[config.mk]
export PLATFORM = sky130hd
export DESIGN_NAME = itc_capture16
export DESIGN_NICKNAME = d
export VERILOG_FILES = /design/src/hw/itc_pkg.sv /design/src/hw/itc_tick_if.sv /design/src/hw/itc_edge_sync.sv /design/src/hw/itc_capture16.sv
export SDC_FILE = /design/constraint.sdc
export NUM_CORES = 1
export LEC_CHECK = 0
export BUFFER_PORTS_ARGS = -buffer_cell sky130_fd_sc_hd__clkbuf_2
export CAP_MARGIN = 10
export CORE_MARGIN = 8
export CORE_UTILIZATION = 50
export DETAILED_ROUTE_END_ITERATION = 7
export GPL_TIMING_DRIVEN = 0
export PLACE_DENSITY = 0.72
export SYNTH_ARGS = -nofsm -noshare
export SYNTH_HDL_FRONTEND = slang
export SYNTH_SLANG_ARGS = --single-unit
[constraint.sdc]
create_clock -name sys_clk -period 5.8 [get_ports sys_clk]
set_input_delay 0 -clock sys_clk [delete_from_list [all_inputs] [get_ports sys_clk]]
set_output_delay 0 -clock sys_clk [all_outputs]
set_load 0.02 [all_outputs]
[src/hw/itc_pkg.sv]
// Purpose: Shared constants for the paired interval timer capture block
// Assumes: 32-bit classic Wishbone, word aligned register map
// Notes: Offsets are byte addresses; narrower registers sit in low bits
package itc_pkg;

	// ----------------------------------------------------------------
	// Register offsets
	// ----------------------------------------------------------------
	localparam logic [7:0] OFF_CMP_LOW = 8'h00;
	localparam logic [7:0] OFF_CMP_HIGH = 8'h04;
	localparam logic [7:0] OFF_CTL = 8'h08;
	localparam logic [7:0] OFF_DIV_LOW = 8'h0C;
	localparam logic [7:0] OFF_DIV_HIGH = 8'h10;
	localparam logic [7:0] OFF_CLK_SEL = 8'h14;
	localparam logic [7:0] OFF_CAP_CTL = 8'h18;
	localparam logic [7:0] OFF_CAP_RES = 8'h1C;
	localparam logic [7:0] OFF_STATUS = 8'h20;
	localparam logic [7:0] OFF_CNT_LOW = 8'h24;
	localparam logic [7:0] OFF_CNT_HIGH = 8'h28;
	localparam logic [7:0] OFF_SW_TRIG = 8'h2C;

	// ----------------------------------------------------------------
	// Field positions
	// ----------------------------------------------------------------
	localparam int CTL_RUN0 = 0;
	localparam int CTL_RUN1 = 1;
	localparam int CTL_RUN2 = 2;
	localparam int CTL_RUN3 = 3;
	localparam int CTL_MODE_LSB = 4;
	localparam int DIV_CH_A_LSB = 0;
	localparam int SEL_SRC_LSB = 0;
	localparam int SEL_CAP_LSB = 4;
	localparam int CC_EN = 0;
	localparam int CC_CLR = 1;
	localparam int CC_TRIG_LSB = 4;
	localparam int ST_CAP = 0;
	localparam int ST_OVR = 1;
	localparam int ST_LOW_MATCH = 2;
	localparam int SW_TRIG_BIT = 0;

	// ----------------------------------------------------------------
	// Encodings and reset values
	// ----------------------------------------------------------------
	localparam logic [1:0] MODE_CAPTURE = 2'h1;
	localparam logic [15:0] CMP_RESET = 16'hFFFF;
	localparam logic [7:0] REG8_RESET = 8'h00;
	localparam logic [15:0] CNT_RESET = 16'h0000;

	typedef enum logic [1:0] {
		TRIG_CMP_HIGH = 2'b00,
		TRIG_PIN = 2'b01,
		TRIG_SOFT = 2'b10
	} itc_trig_type;

endpackage

[src/hw/itc_tick_if.sv]
// Purpose: Carries one-cycle edge ticks from the synchroniser
// Assumes: Single sys_clk domain on both sides
// Notes: Width covers all clock sources plus the trigger pin
`timescale 1ns/10ps
interface itc_tick_if #(parameter int W = 17);
	logic [W-1:0] tick;
	modport src (output tick);
	modport dst (input tick);
endinterface

[src/hw/itc_edge_sync.sv]
// Purpose: Two-flop synchroniser and rising edge detector per input
// Assumes: Inputs toggle slower than half of sys_clk
// Notes: Faster sources alias; the count is then not trustworthy
`timescale 1ns/10ps
module itc_edge_sync #(
	parameter int W = 17
) (
	input wire logic sys_clk,
	input wire logic rst,
	input wire logic [W-1:0] rawIn,
	itc_tick_if.src tickOut
);
	logic [W-1:0] meta_q;
	logic [W-1:0] sync_q;
	logic [W-1:0] last_q;

	// ----------------------------------------------------------------
	// Synchronise, then remember the settled level
	// ----------------------------------------------------------------
	// First stage feeds only the second stage
	always_ff @(posedge sys_clk or posedge rst) begin
		if (rst) begin
			meta_q <= '0;
			sync_q <= '0;
			last_q <= '0;
		end else begin
			meta_q <= rawIn;
			sync_q <= meta_q;
			last_q <= sync_q;
		end
	end

	// One pulse per rising edge of each settled input
	assign tickOut.tick = sync_q & ~last_q;
endmodule

[src/hw/itc_capture16.sv]
// Purpose: 16-bit capture mode of a paired-channel interval timer
// Assumes: Count and capture clocks arrive as pins slower than 20 MHz
// Notes: Registers on classic Wishbone, one-cycle registered ack
`timescale 1ns/10ps
module itc_capture16 #(
	parameter int NSRC = 8
) (
	input wire logic sys_clk,
	input wire logic rst,
	input wire logic wbCycI,
	input wire logic wbStbI,
	input wire logic wbWeI,
	input wire logic [7:0] wbAdrI,
	input wire logic [3:0] wbSelI,
	input wire logic [31:0] wbDatI,
	output logic [31:0] wbDatO,
	output logic wbAckO,
	input wire logic [NSRC-1:0] countClkIn,
	input wire logic [NSRC-1:0] capClkIn,
	input wire logic capTrigIn
);
	localparam int TW = 2 * NSRC + 1;

	logic [15:0] cmpLow_q, cmpHigh_q, capResult_q, cntLow_q, cntHigh_q;
	logic [7:0] ctl_q, divLow_q, divHigh_q, clkSel_q, capCtl_q;
	logic [6:0] pre_q;
	logic capFlag_q, ovrFlag_q, lowMatch_q, swTrig_q;
	logic busReq, busWr, modeCap, countTick, capTick, pinTick;
	logic lowStep, highStep, highMatch, trigHit, capFire, clearAfter;
	logic [2:0] srcSel, capSel, stClr;
	itc_pkg::itc_trig_type trigSel;
	logic [31:0] rdData;

	// ----------------------------------------------------------------
	// Helpers
	// ----------------------------------------------------------------
	// Byte-lane merge for 16-bit registers
	function automatic logic [15:0] merge16(input logic [15:0] old,
		input logic [31:0] nw, input logic [3:0] sel);
		logic [15:0] r;
		r = old;
		if (sel[0]) begin
			r[7:0] = nw[7:0];
		end
		if (sel[1]) begin
			r[15:8] = nw[15:8];
		end
		return r;
	endfunction

	// Mask of prescaler bits that must all be one to pass a tick
	function automatic logic [6:0] divMask(input logic [2:0] div);
		return 7'((8'h01 << div) - 8'h01);
	endfunction

	// ----------------------------------------------------------------
	// Pin synchronisers
	// ----------------------------------------------------------------
	itc_tick_if #(.W(TW)) tickBus ();

	itc_edge_sync #(.W(TW)) uSync (
		.sys_clk(sys_clk),
		.rst(rst),
		.rawIn({capTrigIn, capClkIn, countClkIn}),
		.tickOut(tickBus.src)
	);

	// ----------------------------------------------------------------
	// Decode of configuration fields
	// ----------------------------------------------------------------
	// Channel 1 and 3 enables and their dividers are kept but ignored
	assign modeCap = ctl_q[itc_pkg::CTL_MODE_LSB +: 2] ==
		itc_pkg::MODE_CAPTURE;
	assign srcSel = clkSel_q[itc_pkg::SEL_SRC_LSB +: 3];
	assign capSel = clkSel_q[itc_pkg::SEL_CAP_LSB +: 3];
	assign trigSel = itc_pkg::itc_trig_type'(
		capCtl_q[itc_pkg::CC_TRIG_LSB +: 2]);
	assign clearAfter = capCtl_q[itc_pkg::CC_CLR];
	assign countTick = tickBus.tick[srcSel];
	assign capTick = tickBus.tick[NSRC + 32'(capSel)];
	assign pinTick = tickBus.tick[TW-1];

	// Low pair steps on the divided count clock only
	assign lowStep = countTick && modeCap && ctl_q[itc_pkg::CTL_RUN0]
		&& ((pre_q & divMask(divLow_q[2:0])) ==
		divMask(divLow_q[2:0]));
	// High pair is never divided
	assign highStep = capTick && modeCap
		&& ctl_q[itc_pkg::CTL_RUN2];
	assign highMatch = highStep && cntHigh_q == cmpHigh_q;

	// ----------------------------------------------------------------
	// Trigger selection
	// ----------------------------------------------------------------
	always_comb begin
		unique case (trigSel)
			itc_pkg::TRIG_CMP_HIGH: trigHit = highMatch;
			itc_pkg::TRIG_PIN: trigHit = pinTick;
			itc_pkg::TRIG_SOFT: trigHit = swTrig_q;
			default: trigHit = 1'b0;
		endcase
	end

	assign capFire = trigHit && modeCap &&
		capCtl_q[itc_pkg::CC_EN];

	// ----------------------------------------------------------------
	// Prescaler for the low pair count clock
	// ----------------------------------------------------------------
	always_ff @(posedge sys_clk or posedge rst) begin
		if (rst) begin
			pre_q <= '0;
		end else if (!ctl_q[itc_pkg::CTL_RUN0]) begin
			pre_q <= '0;
		end else if (countTick) begin
			pre_q <= pre_q + 7'h01;
		end
	end

	// ----------------------------------------------------------------
	// Counters
	// ----------------------------------------------------------------
	// Clear wins over a coincident step so the next tick counts one
	always_ff @(posedge sys_clk or posedge rst) begin
		if (rst) begin
			cntLow_q <= itc_pkg::CNT_RESET;
		end else if (capFire && clearAfter) begin
			cntLow_q <= itc_pkg::CNT_RESET;
		end else if (lowStep) begin
			if (cntLow_q == cmpLow_q) begin
				cntLow_q <= itc_pkg::CNT_RESET;
			end else begin
				cntLow_q <= cntLow_q + 16'h0001;
			end
		end
	end

	// Free-runs as a plain interval counter whatever the trigger is
	always_ff @(posedge sys_clk or posedge rst) begin
		if (rst) begin
			cntHigh_q <= itc_pkg::CNT_RESET;
		end else if (highMatch) begin
			cntHigh_q <= itc_pkg::CNT_RESET;
		end else if (highStep) begin
			cntHigh_q <= cntHigh_q + 16'h0001;
		end
	end

	// ----------------------------------------------------------------
	// Capture result
	// ----------------------------------------------------------------
	always_ff @(posedge sys_clk or posedge rst) begin
		if (rst) begin
			capResult_q <= itc_pkg::CNT_RESET;
		end else if (capFire) begin
			capResult_q <= cntLow_q;
		end
	end

	// ----------------------------------------------------------------
	// Sticky status flags, write one to clear, set wins
	// ----------------------------------------------------------------
	always_ff @(posedge sys_clk or posedge rst) begin
		if (rst) begin
			capFlag_q <= 1'b0;
			ovrFlag_q <= 1'b0;
			lowMatch_q <= 1'b0;
		end else begin
			if (capFire) begin
				capFlag_q <= 1'b1;
			end else if (stClr[itc_pkg::ST_CAP]) begin
				capFlag_q <= 1'b0;
			end
			// Unread result overwritten by a new capture
			if (capFire && capFlag_q) begin
				ovrFlag_q <= 1'b1;
			end else if (stClr[itc_pkg::ST_OVR]) begin
				ovrFlag_q <= 1'b0;
			end
			if (lowStep && cntLow_q == cmpLow_q) begin
				lowMatch_q <= 1'b1;
			end else if (stClr[itc_pkg::ST_LOW_MATCH]) begin
				lowMatch_q <= 1'b0;
			end
		end
	end

	// ----------------------------------------------------------------
	// Wishbone slave
	// ----------------------------------------------------------------
	assign busReq = wbCycI && wbStbI && !wbAckO;
	assign busWr = busReq && wbWeI;
	assign stClr = (busWr && wbAdrI == itc_pkg::OFF_STATUS && wbSelI[0]) ?
		wbDatI[2:0] : 3'h0; // Write one to clear, per status bit

	// Configuration writes
	always_ff @(posedge sys_clk or posedge rst) begin
		if (rst) begin
			cmpLow_q <= itc_pkg::CMP_RESET;
			cmpHigh_q <= itc_pkg::CMP_RESET;
			ctl_q <= itc_pkg::REG8_RESET;
			divLow_q <= itc_pkg::REG8_RESET;
			divHigh_q <= itc_pkg::REG8_RESET;
			clkSel_q <= itc_pkg::REG8_RESET;
			capCtl_q <= itc_pkg::REG8_RESET;
		end else if (busWr) begin
			unique case (wbAdrI)
				itc_pkg::OFF_CMP_LOW:
					cmpLow_q <= merge16(cmpLow_q, wbDatI, wbSelI);
				itc_pkg::OFF_CMP_HIGH:
					cmpHigh_q <= merge16(cmpHigh_q, wbDatI, wbSelI);
				itc_pkg::OFF_CTL:
					if (wbSelI[0]) ctl_q <= wbDatI[7:0];
				itc_pkg::OFF_DIV_LOW:
					if (wbSelI[0]) divLow_q <= wbDatI[7:0];
				itc_pkg::OFF_DIV_HIGH:
					if (wbSelI[0]) divHigh_q <= wbDatI[7:0];
				itc_pkg::OFF_CLK_SEL:
					if (wbSelI[0]) clkSel_q <= wbDatI[7:0];
				itc_pkg::OFF_CAP_CTL:
					if (wbSelI[0]) capCtl_q <= wbDatI[7:0];
				default: ;
			endcase
		end
	end

	// Software trigger is a one-cycle pulse after the write
	always_ff @(posedge sys_clk or posedge rst) begin
		if (rst) begin
			swTrig_q <= 1'b0;
		end else begin
			swTrig_q <= busWr && wbAdrI == itc_pkg::OFF_SW_TRIG
				&& wbSelI[0] && wbDatI[itc_pkg::SW_TRIG_BIT];
		end
	end

	// Read mux; unmapped offsets read zero and still acknowledge
	always_comb begin
		rdData = '0;
		unique case (wbAdrI)
			itc_pkg::OFF_CMP_LOW: rdData[15:0] = cmpLow_q;
			itc_pkg::OFF_CMP_HIGH: rdData[15:0] = cmpHigh_q;
			itc_pkg::OFF_CTL: rdData[7:0] = ctl_q;
			itc_pkg::OFF_DIV_LOW: rdData[7:0] = divLow_q;
			itc_pkg::OFF_DIV_HIGH: rdData[7:0] = divHigh_q;
			itc_pkg::OFF_CLK_SEL: rdData[7:0] = clkSel_q;
			itc_pkg::OFF_CAP_CTL: rdData[7:0] = capCtl_q;
			itc_pkg::OFF_CAP_RES: rdData[15:0] = capResult_q;
			itc_pkg::OFF_STATUS: rdData[2:0] =
				{lowMatch_q, ovrFlag_q, capFlag_q};
			itc_pkg::OFF_CNT_LOW: rdData[15:0] = cntLow_q;
			itc_pkg::OFF_CNT_HIGH: rdData[15:0] = cntHigh_q;
			default: rdData = '0;
		endcase
	end

	// Ack one cycle after the request, dropped the cycle after
	always_ff @(posedge sys_clk or posedge rst) begin
		if (rst) begin
			wbAckO <= 1'b0;
			wbDatO <= '0;
		end else begin
			wbAckO <= busReq;
			if (busReq && !wbWeI) begin
				wbDatO <= rdData;
			end
		end
	end
endmodule

### Word level (Yosys, flattened, before mapping)

Cells that the tools add are included.

| word-level totals | value |
|---|---|
| flip-flop bits (word level) | 199 |
| latch bits | 0 |
| memory bits (writable) | 0 |
| bits in read-only memories | 0 |
| input bits | 66 |
| output and inout bits | 33 |
| logic and storage cells | 111 |
| memories | 0 |

| cells by class | value |
|---|---|
| add/sub/neg operators | 5 |
| multiply operators | 0 |
| div/mod/pow operators | 0 |
| magnitude comparators | 2 |
| eq/ne operators | 18 |
| shifts and indexed selects | 1 |
| multiplexer cells | 22 |
| bitwise operators | 3 |
| reduce and logical (&&, ||, !) cells | 38 |

Operators with widths:

| operator | number |
|---|---|
| $mux 16 | 5 |
| $pmux 5 s10 | 1 |
| $pmux 8 s5 | 1 |
| $pmux 3 s11 | 1 |
| $add 16x1->16 const B | 2 |
| $eq 16x16->1 | 2 |
| $eq 8x5->1 const B | 4 |
| $eq 8x6->1 const B | 4 |
| $reduce_and 3->1 | 9 |
| $logic_and 1x1->1 | 20 |
| $and 17x17->17 | 1 |
| $not 17->17 | 1 |
| $eq 8x4->1 const B | 2 |
| $mux 7 | 2 |
| $reduce_bool 2->1 | 5 |
| $eq 8x3->1 const B | 1 |
| $logic_not 8->1 | 1 |
| $mux 1 | 8 |
| $add 7x1->7 const B | 1 |
| $and 7x7->7 | 1 |
| $eq 7x7->1 | 1 |
| $shl 1x3->7 const A | 1 |
| $sub 7x1->7 const B | 1 |
| $lt 3x6->1 const B | 1 |
| other kinds (11) | 13 |

### Depth between registers and ports, before layout

Gate-level depths: netlist (run 1).

| depth | value |
|---|---|
| word-level depth | 12 |
| gate-level depth with buffers | 11 |
| mapped depth without buffers | 9 |

### Modules after synthesis

From an unflattened synthesis (run 1), not the netlist that was laid out.

| second synthesis, totals | value |
|---|---|
| cell total of the unflattened synthesis | 782 |
| area, all modules | 9444.1 um^2 |

By module, submodules not included:

| module | instances | cells each | area each (um^2) | seq. area each (um^2) |
|---|---|---|---|---|
| itc_capture16 | 1 | 713 | 7930.1 | 3743.6 |
| itc_edge_sync | 1 | 69 | 1514.0 | 1276.2 |

### Worst setup path after synthesis (run 1)

OpenSTA, ideal clock, no wires.

| timing path | value |
|---|---|
| path kind | flip-flop to flip-flop |
| start | register divLow_q[1] |
| end | register cntLow_q[11] |
| setup time | 0.078 ns |
| data arrival time | 2.718 ns |
| data required time | 5.722 ns |
| path slack | 3.005 ns |
| stages on the path, launching flop included | 11 |
| path buffers | 2 |
| clock period less this slack | 2.795 ns |
| cell sequence | dfrtp_1 > buf_2 > or3_1 > ha_1 > nor2_1 > a211oi_1 > o311ai_1 > or4b_4 > clkbuf_2 > or4_1 > a21oi_1 |

| between the ends | value |
|---|---|
| cells in the longest elaborated chain, start to end | 6 |

Ends and longest elaborated chain:

| item | line | source |
|---|---|---|
| from (decl) | itc_capture16.sv:25 | `logic [7:0] ctl_q, divLow_q, divHigh_q, clkSel_q, capCtl_q;` |
| from (signal assigned) | itc_capture16.sv:202 | `divLow_q <= itc_pkg::REG8_RESET;` |
| from (signal assigned) | itc_capture16.sv:215 | `if (wbSelI[0]) divLow_q <= wbDatI[7:0];` |
| $shl 1x3->7 * | itc_capture16.sv:53 | `return 7'((8'h01 << div) - 8'h01);` |
| $sub 7x1->7 * | itc_capture16.sv:53 |  |
| $and 7x7->7 | itc_capture16.sv:85 | `&& ((pre_q & divMask(divLow_q[2:0])) ==` |
| $eq 7x7->1 * | itc_capture16.sv:85 |  |
| $logic_and 1x1->1 * | itc_capture16.sv:85 |  |
| $reduce_bool 2->1 (no line) * | - |  |
| to (signal assigned) | itc_capture16.sv:126 | `cntLow_q <= itc_pkg::CNT_RESET;` |
| to (signal assigned) | itc_capture16.sv:128 | `cntLow_q <= itc_pkg::CNT_RESET;` |
| to (signal assigned) | itc_capture16.sv:131 | `cntLow_q <= itc_pkg::CNT_RESET;` |
| to (decl) | itc_capture16.sv:24 | `logic [15:0] cmpLow_q, cmpHigh_q, capResult_q, cntLow_q, cntHigh_q;` |

Mark *: on every way between the ends. The rest lies on a longest branch, timed or not.
A chain may end at the register's enable or synchronous reset.

### Final worst setup path (run 1)

| timing path | value |
|---|---|
| start | register cntHigh_q[13] |
| end | register cntLow_q[3] |

| between the ends | value |
|---|---|
| cells in the longest elaborated chain, start to end | 7 |
| elaborated cells on any way between the ends | 8 |
| those cells by class | eq/ne: 1; mux: 2; reduce/logical: 5 |

Ends and longest elaborated chain:

| item | line | source |
|---|---|---|
| from (decl) | itc_capture16.sv:24 |  |
| from (signal assigned) | itc_capture16.sv:141 | `cntHigh_q <= itc_pkg::CNT_RESET;` |
| from (signal assigned) | itc_capture16.sv:143 | `cntHigh_q <= itc_pkg::CNT_RESET;` |
| from (signal assigned) | itc_capture16.sv:145 | `cntHigh_q <= cntHigh_q + 16'h0001;` |
| $eq 16x16->1 * | itc_capture16.sv:90 | `assign highMatch = highStep && cntHigh_q == cmpHigh_q;` |
| $logic_and 1x1->1 * | itc_capture16.sv:90 |  |
| $pmux 1 s3 * | itc_capture16.sv:96 | `unique case (trigSel)` |
| $logic_and 1x1->1 * (2 in series) | itc_capture16.sv:104 | `assign capFire = trigHit && modeCap &&` |
| $logic_and 1x1->1 * | itc_capture16.sv:127 | `end else if (capFire && clearAfter) begin` |
| $mux 16 or $reduce_bool 2->1 (tied branches) | - |  |

Marks and branches as above.

==> metrics.md, run 1 <==
| Metric | Value |
|---|---|
| Placed Area | 9996 um2 |
| Worst skew pair latency | 0.45 ns |
| Total Wirelength | between 20000 and 25000 um |
| Crit. End Element | register |
| Layout Nets | approximately 1000 |
| Biggest area consumer among synthesized cells | dfrtp_1 |
| Max-capacitance violation count | 0 |
| Clock root buffer | clkbuf_16 |
| TritonCTS clock tree | built |
| Slew headroom | 29.66% |
| Die W | ~150 um |
| PostCTS Resize Cnt | 0 |
| Synth top cells by count | 167 x dfrtp_1, 88 x mux2_2, 50 x o21ai_0, 48 x nor2_1, 39 x clkbuf_1 |
| Most frequent cell after synthesis | dfrtp_1 |
| Clock Skew | 0.01274 ns |
| Number of setup violations in the final report | 0 |
| Seq/Total Area, Yosys | 54.06% |
| Final ANT Viol Nets | 0 |
| Post-layout min period | roughly 3.3 ns |
| Failing checks | design-rule violations |
| Mapped cell area | slightly above 9000 um2 |
| Fin util | between 50% and 60% |
| Status | finished with violations |
| RSZ-0062 raised after global routing | false |
| WP data arrival | around 3.6 ns |
| #FFs+latches synth | roughly 200 |
| Residual DRC | 25 |
| Peak Freq | approximately 300 MHz |
| Worst Setup Start Kind | register |
| Boundary Pins | between 90 and 100 |
| PD cells | about 260 nW/um2 |
| DP HPWL | 16780 um |
| Gr ovfl total | 0 |
| Vias | around 7000 |
| CP Class | register to register |
| Per-cell routed wire length | 19.89 um |
| Final Slew Violations | 0 |
| Yosys warnings | 0 |
| Ratio of cells with drive above 1 in the final layout | between 20% and 30% |
| Dominant synthesized flop cell | dfrtp_1 |
| First-pass GRT wire length | between 30000 and 40000 um |
| Die area | about 23000 um2 |
| Worst Hold Slack | 0.02287 ns |
| Max Root-Sink Buffers | 2 |
| Hold Path Class | input port to register |
| Vias in the first global route | roughly 7000 |
| Synth Instances | roughly 810 |
| Diodes inserted | 0 |
| CTS clk-pin slew, worst paths | roughly 0.08 ns |
| Top post-synthesis cells by area | dfrtp_1 45%, mux2_2 11%, dfstp_2 9.1% |
| Initial antenna violation count | 0 |
| Iter 0 DRT Violations | around 700 |
| 1st-pass router iterations | 8 |
| Slowest stage delay, CP | 0.74 ns |
| Cell area after layout | 10930 um2 |
| Initial core utilization | 50.31% |
| Number of synthesized flops with an enable pin | 0 |
| Netlist cell types | 65 |
| Final Cycle Share | between 50 and 60% |
| Area delta synth->final | 17.67% |
| CP max-delay cell | nor4_2 |
| Clock sink count | 199 |
| Leak | about 4.7 nW |
| Final Non-Filler Cells | between 1000 and 1500 |
| CP Cell Sequence | clkbuf_1 -> xnor2_1 -> nand4_1 -> nor4_2 -> a41oi_1 -> nor2_1 -> clkbuf_1 -> a21oi_1 |
| Buf/Inv on CP | 2 |
| Top cell type's share of synthesized area | roughly 45% |
| Cell Rows | 50 |
| PortBufs | 64 |
| Post-layout total power | 2.787 mW |
| Worst VDD drop | about 210 uV |
| Total track usage | between 20% and 30% |
| Die height | between 150 and 200 um |
| Htree depth | 4 |
| CTS Buf Count | 17 |
| Syn_area_per_cell | ~11 um2 |
| Final WS setup | about 2.5 ns |
| TNS Setup | 0 ns |
| Routed vias/inst | around 5.9 |
| GPL Wtd Cong | roughly 0.9 |
| Hold Fails Final Rpt | 0 |
| CP most frequent cell | clkbuf_1 |
| Ys async rst share | 100.0% |
| Critical path's top delay family | simple AND/OR/NAND/NOR gates |
| Crit Path Max Fanout | 10 |
| Largest net degree at the start of global routing | about 120 |
| DP Cell Count | 1128 |
| Worst EP required | just over 6 ns |
| CORE AREA | roughly 18000 um2 |
| Slew @ Worst Pin | roughly 1.0 ns |
| Placement Setup Slack | 2.497 ns |
-- state kept, by name (all words and copies together) (netlist names), 16 cells and up --
signal        cells
uSync.last_q     17
uSync.meta_q     17
uSync.sync_q     17
capResult_q      16
cmpHigh_q        16
cmpLow_q         16
cntHigh_q        16
cntLow_q         16
wbDatO           16
-- worst register-to-register path, cell delays in order (launching register included) --
cell	delay [ns]
dfrtp_1	0.32
clkbuf_1	0.31
xnor2_1	0.18
nand4_1	0.17
nor4_2	0.74
a41oi_1	0.23
nor2_1	0.67
clkbuf_1	0.46
a21oi_1	0.10
-- repair_timing --
action	in CTS	in global routing
hold buffers	34	0
setup buffers	0	0
endpoints found under the hold margin	127	0
-- cells by family after synthesis --
family,after synthesis,synth area share (%)
xor+xnor,37,3.490
fa+ha+maj,4,0.5390
other cells,1,0.04039
flops,199,54.06
mux,95,11.70
simple gates,227,13.62
buf+inv,74,3.733
compound gates,177,12.81
-- final cells by class --
cell class	count	area, um2
fillers	1521	7530
flip-flops and latches	199	5020
multi-input cells	556	3981
repair buffers	100	693.2
clock buffers	17	425.4
plain buffers	62	301.5
well taps	234	292.8
clock inverters	15	158.9
inverters	12	52.55
-- worst paths after layout --
kind | slack [ns] | cells after the start | to | startpoint
min in group asynchronous | 0.17 | 3 | cntLow_q[12] | rst
setup reg to reg | 2.48 | 8 | cntLow_q[3] | cntHigh_q[13]
hold / removal | 0.02 | 2 | swTrig_q | wbDatI[0]
max in group asynchronous | 4.69 | 4 | uSync.sync_q[14] | rst
setup / recovery | 2.48 | 8 | cntLow_q[3] | cntHigh_q[13]
hold reg to reg | 0.35 | 0 | uSync.sync_q[7] | uSync.meta_q[7]
-- layer usage --
metal / up-vias / GRT usage [%] / wire, um / part of all wire, %
met3: 42 / 4.056 / 1402 / 5.9
met2: 245 / 33.25 / 11320 / 48
met5: - / 0 / 0 / 0
met1: 3503 / 27.33 / 10330 / 43
li1: 3244 / - / - / -
met4: 0 / 9.329 / 725 / 3.0
-- power breakdown --
part | leakage [nW] | internal, mW | switching [mW]
sequential | 2.52 | 1.42 | 0.0158
combinational | 1.93 | 0.0714 | 0.119
clock | 0.290 | 0.578 | 0.584
-- layout by cell type (no fill, tap or decap), drive strengths merged, types with 9 or more instances in the layout --
cell type	n
nor2b	15
or4b	10
a222oi	14
o31ai	11
o21ai	51
nor2	48
inv	20
mux2	88
nand2b	10
nand3	30
conb	16
clkbuf	123
a31oi	9
nand4	14
a21oi	26
or4	13
xnor2	37
dlygate4sd3	34
a22oi	31
nand2	38
dfstp	32
dfrtp	167
buf	22
(Power assumes the default switching activity.)
==> inputs of run 2 (changes only) <==
--- a/config.mk
+++ b/config.mk
@@ -11,7 +11,7 @@
 export CORE_UTILIZATION = 50
 export DETAILED_ROUTE_END_ITERATION = 7
 export GPL_TIMING_DRIVEN = 0
-export PLACE_DENSITY = 0.72
+export PLACE_DENSITY = 0.7
 export SYNTH_ARGS = -nofsm -noshare
 export SYNTH_HDL_FRONTEND = slang
 export SYNTH_SLANG_ARGS = --single-unit
==> constraint.sdc (replaced) <==
create_clock -name sys_clk -period 3.27 [get_ports sys_clk]
set_input_delay 0 -clock sys_clk [delete_from_list [all_inputs] [get_ports sys_clk]]
set_output_delay 0 -clock sys_clk [all_outputs]
set_load 0.02 [all_outputs]
==> metrics.md, run 2 (synthesis gave the netlist of run 1 again) <==
| Metric | Value |
|---|---|
| Routed vias/inst | slightly below 6 |
| Worst Setup Start Kind | register |
| Worst skew pair latency | around 0.44 ns |
| Clock Skew | between 0.01 and 0.015 ns |
| CTS Buf Count | 17 |
| TNS Setup | 0 ns |
| HP Start | wbDatI[0] |
| Vias in the first global route | between 7000 and 8000 |
| Die area | 23190 um2 |
| PD cells | roughly 450 nW/um2 |
| Filler instances | around 1500 |
| Ratio of cells with drive above 1 in the final layout | 27.18% |
| Slew @ Worst Pin | 1.047 ns |
| R2r endpoint | cntLow_q[3] |
| Most common cell after layout, fill and taps aside | dfrtp_1 |
| R2R Setup Slk | between 0.15 and 0.2 ns |
| Htree depth | 4 |
| WHS Path Cells | 2 |
| Final Non-Filler Cells | 1198 |
| CORE AREA | approximately 18000 um2 |
| Final Cycle Share | about 95% |
| Iter 0 DRT Violations | 709 |
| Area delta synth->final | 18.27% |
| WP data arrival | between 3 and 4 ns |
| Total Wirelength | 24220 um |
| Clock root buffer | clkbuf_16 |
| Hold Path Class | input port to register |
| First-pass GRT wire length | 39710 um |
| Die W | approximately 150 um |
| Die height | 152.3 um |
| Max Root-Sink Buffers | 2 |
| DP HPWL | roughly 17000 um |
| TritonCTS clock tree | built |
| CTS clk-pin slew, worst paths | roughly 0.070 ns |
| Final Slew Violations | 0 |
| Reg-to-Reg Start | divLow_q[1] |
| Crit Path Max Fanout | 10 |
| Boundary Pins | 99 |
| Total track usage | between 20% and 30% |
| RSZ-0062 raised after global routing | false |
| Max-capacitance violation count | 0 |
| GPL Wtd Cong | 0.9181 |
| Post-layout min period | ~3.1 ns |
| Total setup buffers inserted after CTS | 0 |
| Crit. End Element | register |
| Initial antenna violation count | 0 |
| DP Cell Count | approximately 1100 |
| Initial core utilization | between 50% and 60% |
| Slew headroom | slightly below 30% |
| Residual DRC | 0 |
| 1st-pass router iterations | 5 |
| Layout Nets | slightly above 1000 |
| PortBufs | 64 |
| Final ANT Viol Nets | 0 |
| Gr ovfl total | 0 |
| Largest net degree at the start of global routing | 44 |
| Worst VDD drop | ~340 uV |
| Peak Freq | around 320 MHz |
| Number of setup violations in the final report | 0 |
| Hold Path Sink | swTrig_q |
| Per-cell routed wire length | approximately 20 um |
| Largest registers | uSync.last_q (17), uSync.meta_q (17), uSync.sync_q (17) |
| Clock sink count | between 150 and 200 |
| Status | finished, final reports clean |
| CP Class | register to register |
| Vias | about 7000 |
| Reg2Reg Depth | 10 |
| Hold Fails Final Rpt | 0 |
| Cell Rows | 50 |
| Worst EP required | approximately 3.6 ns |
| Diodes inserted | 0 |
| Most frequent cells in the layout | 166 x dfrtp_1, 88 x mux2_2, 66 x clkbuf_2 |
| Leak | 4.748 nW |
-- run 2: cell count changes in the layout (fill, tap and decap cells not counted), sizes merged --
cell and delta:
buf +5, inv -3, clkinvlp +2, clkinv -1
-- run 2: where the power goes --
part	internal, mW	total [mW]	switching (mW)
sequential	2.52	2.55	0.0275
clock	1.02	2.00	0.983
combinational	0.137	0.355	0.218
total	3.67	4.90	1.23
-- run 2: worst max path at each step --
stage | slack [ns] | cells after the start | start | to
floorplan | 0.47 | 10 | divLow_q[1] | cntLow_q[11]
global placement | -0.48 | 2 | rst | cntLow_q[11]
detailed placement | -0.07 | 8 | cntHigh_q[2] | cntLow_q[5]
CTS | 0.07 | 8 | cntHigh_q[2] | cntLow_q[5]
global route | 0.02 | 10 | divLow_q[1] | cntLow_q[3]
finish | 0.17 | 10 | divLow_q[1] | cntLow_q[3]
-- run 2: layout make-up --
| type | count | area, um2 | area share, % |
|---|---|---|---|
| clock inverter | 13 | 112.6 | 1.025 |
| inverter | 12 | 48.80 | 0.4443 |
| tap | 234 | 292.8 | 2.666 |
| buffer | 61 | 297.8 | 2.712 |
| multi-input combinational | 556 | 3993 | 36.36 |
| clock buffer | 19 | 442.9 | 4.033 |
| timing repair buffer | 104 | 773.2 | 7.041 |
| sequential | 199 | 5021 | 45.72 |
-- run 2: worst max-delay path, stage by stage, from the launching register on --
cell	delay (ns)
dfrtp_1	0.36
buf_2	0.18
or3_1	0.36
ha_1	0.28
nor2_1	0.04
a211oi_1	0.21
o311ai_1	0.16
or4b_4	0.55
clkbuf_2	0.21
or4_1	0.50
a21oi_1	0.15
-- run 2: timing repair --
action,in CTS,in global routing
endpoints found under the setup margin,10,21
endpoints found under the hold margin,115,0
resized for setup,1,3
hold buffers,34,0
-- run 2: per-stage QoR --
step	util, %	setup WS (ns)	hold slack [ns]	cell area [um2]	total power, mW
final	59.51	0.1733	0.03772	10980	4.902
after global routing	59.51	0.01754	0.04286	10980	5.075
after CTS	59.44	0.07443	0.01889	10970	4.934
after detailed placement	54.58	-0.07311	0.1097	10070	2.913
after global placement	53.96	-0.4849	0.1078	9958	2.891
after floorplan	-	0.4746	0.03143	9345	2.772
-- run 2: metal layers --
metal  wire (um)  share of wire [%]  global-route usage (%)  up-vias
met5           0                  0                       0        -
met4         761                3.1                   9.472        0
met3        1543                6.4                   4.226       57
met2       11340                 47                   33.66      243
met1       10570                 44                   28.51     3553
li1            -                  -                       -     3242
==> inputs of run 3 (changes only) <==
--- a/config.mk
+++ b/config.mk
@@ -7,11 +7,13 @@
 export LEC_CHECK = 0
 export BUFFER_PORTS_ARGS = -buffer_cell sky130_fd_sc_hd__clkbuf_2
 export CAP_MARGIN = 10
+export CELL_PAD_IN_SITES_DETAIL_PLACEMENT = 1
+export CELL_PAD_IN_SITES_GLOBAL_PLACEMENT = 1
 export CORE_MARGIN = 8
-export CORE_UTILIZATION = 50
+export CORE_UTILIZATION = 47
 export DETAILED_ROUTE_END_ITERATION = 7
 export GPL_TIMING_DRIVEN = 0
-export PLACE_DENSITY = 0.7
+export PLACE_DENSITY_LB_ADDON = 0.1
 export SYNTH_ARGS = -nofsm -noshare
 export SYNTH_HDL_FRONTEND = slang
 export SYNTH_SLANG_ARGS = --single-unit
==> metrics.md, run 3 (synthesis gave the netlist of run 1 again) <==
| Metric | Value |
|---|---|
| Status | finished, final reports clean |
| Most common cell after layout, fill and taps aside | dfrtp_1 |
| R2r endpoint | cntLow_q[4] |
| Die height | 156.6 um |
| WP data arrival | ~3.6 ns |
| Slowest stage delay, CP | between 0.5 and 0.6 ns |
| CP max-delay cell | or4b_4 |
| Largest net degree at the start of global routing | 45 |
| First-pass GRT wire length | between 40000 and 50000 um |
| Largest registers | uSync.last_q (17), uSync.meta_q (17), uSync.sync_q (17) |
| TNS Setup | 0 ns |
| Final Slew Violations | 0 |
| Hold Path Sink | swTrig_q |
| Cell area after layout | approximately 11000 um2 |
| Final ANT Viol Nets | 0 |
| Worst EP required | about 3.6 ns |
| CP Class | register to register |
| Crit. End Element | register |
| PortBufs | 64 |
| Reg-to-Reg Start | divLow_q[1] |
| Post-layout min period | 3.173 ns |
| Crit Path Max Fanout | 10 |
| Vias in the first global route | around 7700 |
| Peak Freq | 315.1 MHz |
| Hold Fails Final Rpt | 0 |
| Number of setup violations in the final report | 0 |
| Layout Nets | 1022 |
| Slew headroom | 24.54% |
| Diodes inserted | 0 |
| Die area | approximately 25000 um2 |
| Slew @ Worst Pin | between 1 and 1.5 ns |
| Die W | 156.6 um |
| Iter 0 DRT Violations | about 480 |
| Clock root buffer | clkbuf_16 |
| Most frequent cells in the layout | 167 x dfrtp_1, 88 x mux2_2, 66 x clkbuf_2 |
| Boundary Pins | 99 |
| Clock sink count | ~200 |
| CORE AREA | 19400 um2 |
| Htree depth | 4 |
| Reg2Reg Depth | 10 |
| Cell Rows | 51 |
| Per-cell routed wire length | between 20 and 25 um |
| Total setup buffers inserted after CTS | 0 |
| Max-capacitance violation count | 0 |
| Vias | 7177 |
| Max Root-Sink Buffers | 2 |
| Residual DRC | 0 |
| Total Wirelength | ~27000 um |
| CP Cell Sequence | buf_2 -> or3_1 -> ha_1 -> nor2_1 -> a211oi_2 -> o311ai_4 -> or4b_4 -> clkbuf_2 -> or4_1 -> a21oi_1 |
| Routed vias/inst | 5.835 |
| 1st-pass router iterations | 5 |
| Leak | ~4.8 nW |
| Initial core utilization | between 40% and 50% |
| R2R Setup Slk | 0.1 ns |
| Area delta synth->final | 19.90% |
| Gr ovfl total | 0 |
| Final Cycle Share | 97.04% |
| Worst skew pair latency | 0.45 ns |
| Total track usage | 23.30% |
| Worst Setup Start Kind | register |
| Placed Area | 10110 um2 |
| GPL Wtd Cong | around 0.9 |
| Post-layout total power | around 5.1 mW |
| Hold Path Class | input port to register |
| Worst VDD drop | 382.8 uV |
| Initial antenna violation count | 0 |
| HP Start | wbDatI[0] |
| PD cells | around 460 nW/um2 |
| WHS Path Cells | 2 |
| Clock Skew | 0.01197 ns |
| CTS Buf Count | 17 |
| Ratio of cells with drive above 1 in the final layout | approximately 28% |
| DP HPWL | ~20000 um |
| CTS clk-pin slew, worst paths | roughly 0.080 ns |
| TritonCTS clock tree | built |
run 3: layer usage:
layer | vias to the layer above | track usage [%] | share of wire (%)
li1 | 3250 | - | -
met1 | 3671 | 29.49 | 42
met2 | 217 | 38.78 | 49
met3 | 39 | 5.350 | 6.3
met4 | 0 | 7.643 | 2.0
met5 | - | 0 | 0
run 3: critical path: cells and delay by family, from the launching register on:
family          cells  cell delay, ns
fa+ha+maj           1            0.28
buf+inv             2            0.40
compound gates      3            0.57
flops               1            0.37
simple gates        4            1.47
run 3: power breakdown:
part | switching (mW) | total [mW] | internal (mW) | leakage [nW]
sequential | 0.0295 | 2.55 | 2.52 | 2.52
clock | 1.10 | 2.23 | 1.13 | 0.309
combinational | 0.222 | 0.359 | 0.137 | 1.97
run 3: worst max path at each step:
stage | start | to | cells after the start
after floorplan | divLow_q[1] | cntLow_q[11] | 10
after global placement | rst | uSync.meta_q[7] | 2
after detailed placement | cntHigh_q[2] | cntLow_q[0] | 8
after CTS | divLow_q[2] | cntLow_q[4] | 10
after global routing | divLow_q[1] | cntLow_q[5] | 10
final | divLow_q[1] | cntLow_q[4] | 10
run 3: repair_timing:
| action | CTS | global route |
|---|---|---|
| gates resized for setup | 2 | 6 |
| endpoints found under the setup margin | 10 | 14 |
| hold endpoints to repair | 124 | 0 |
| gates cloned | 0 | 0 |
| hold buffers | 35 | 0 |
| pin swaps | 0 | 2 |
run 3: area by class of cell:
cell class	instances	area (um2)
Clock inverter	15	217.7
Timing Repair Buffer	105	775.7
Multi-Input combinational cell	556	4015
Fill cell	2072	8265
Tap cell	265	331.6
Buffer	61	299.0
Clock buffer	17	425.4
Sequential cell	199	5020
Inverter	12	48.80
run 3: per-stage QoR:
step                      cells  hold slack, ns  worst slack (ns)  utilization [%]
final                      1230         0.02337           0.09683            57.39
after global routing       1230         0.02056          -0.01298            57.39
after CTS                  1231        0.002672           0.03872            57.29
after detailed placement   1164          0.1101           -0.2079            52.11
after global placement     1158          0.1087           -0.3200            51.54
after floorplan             829         0.03143            0.4746                -
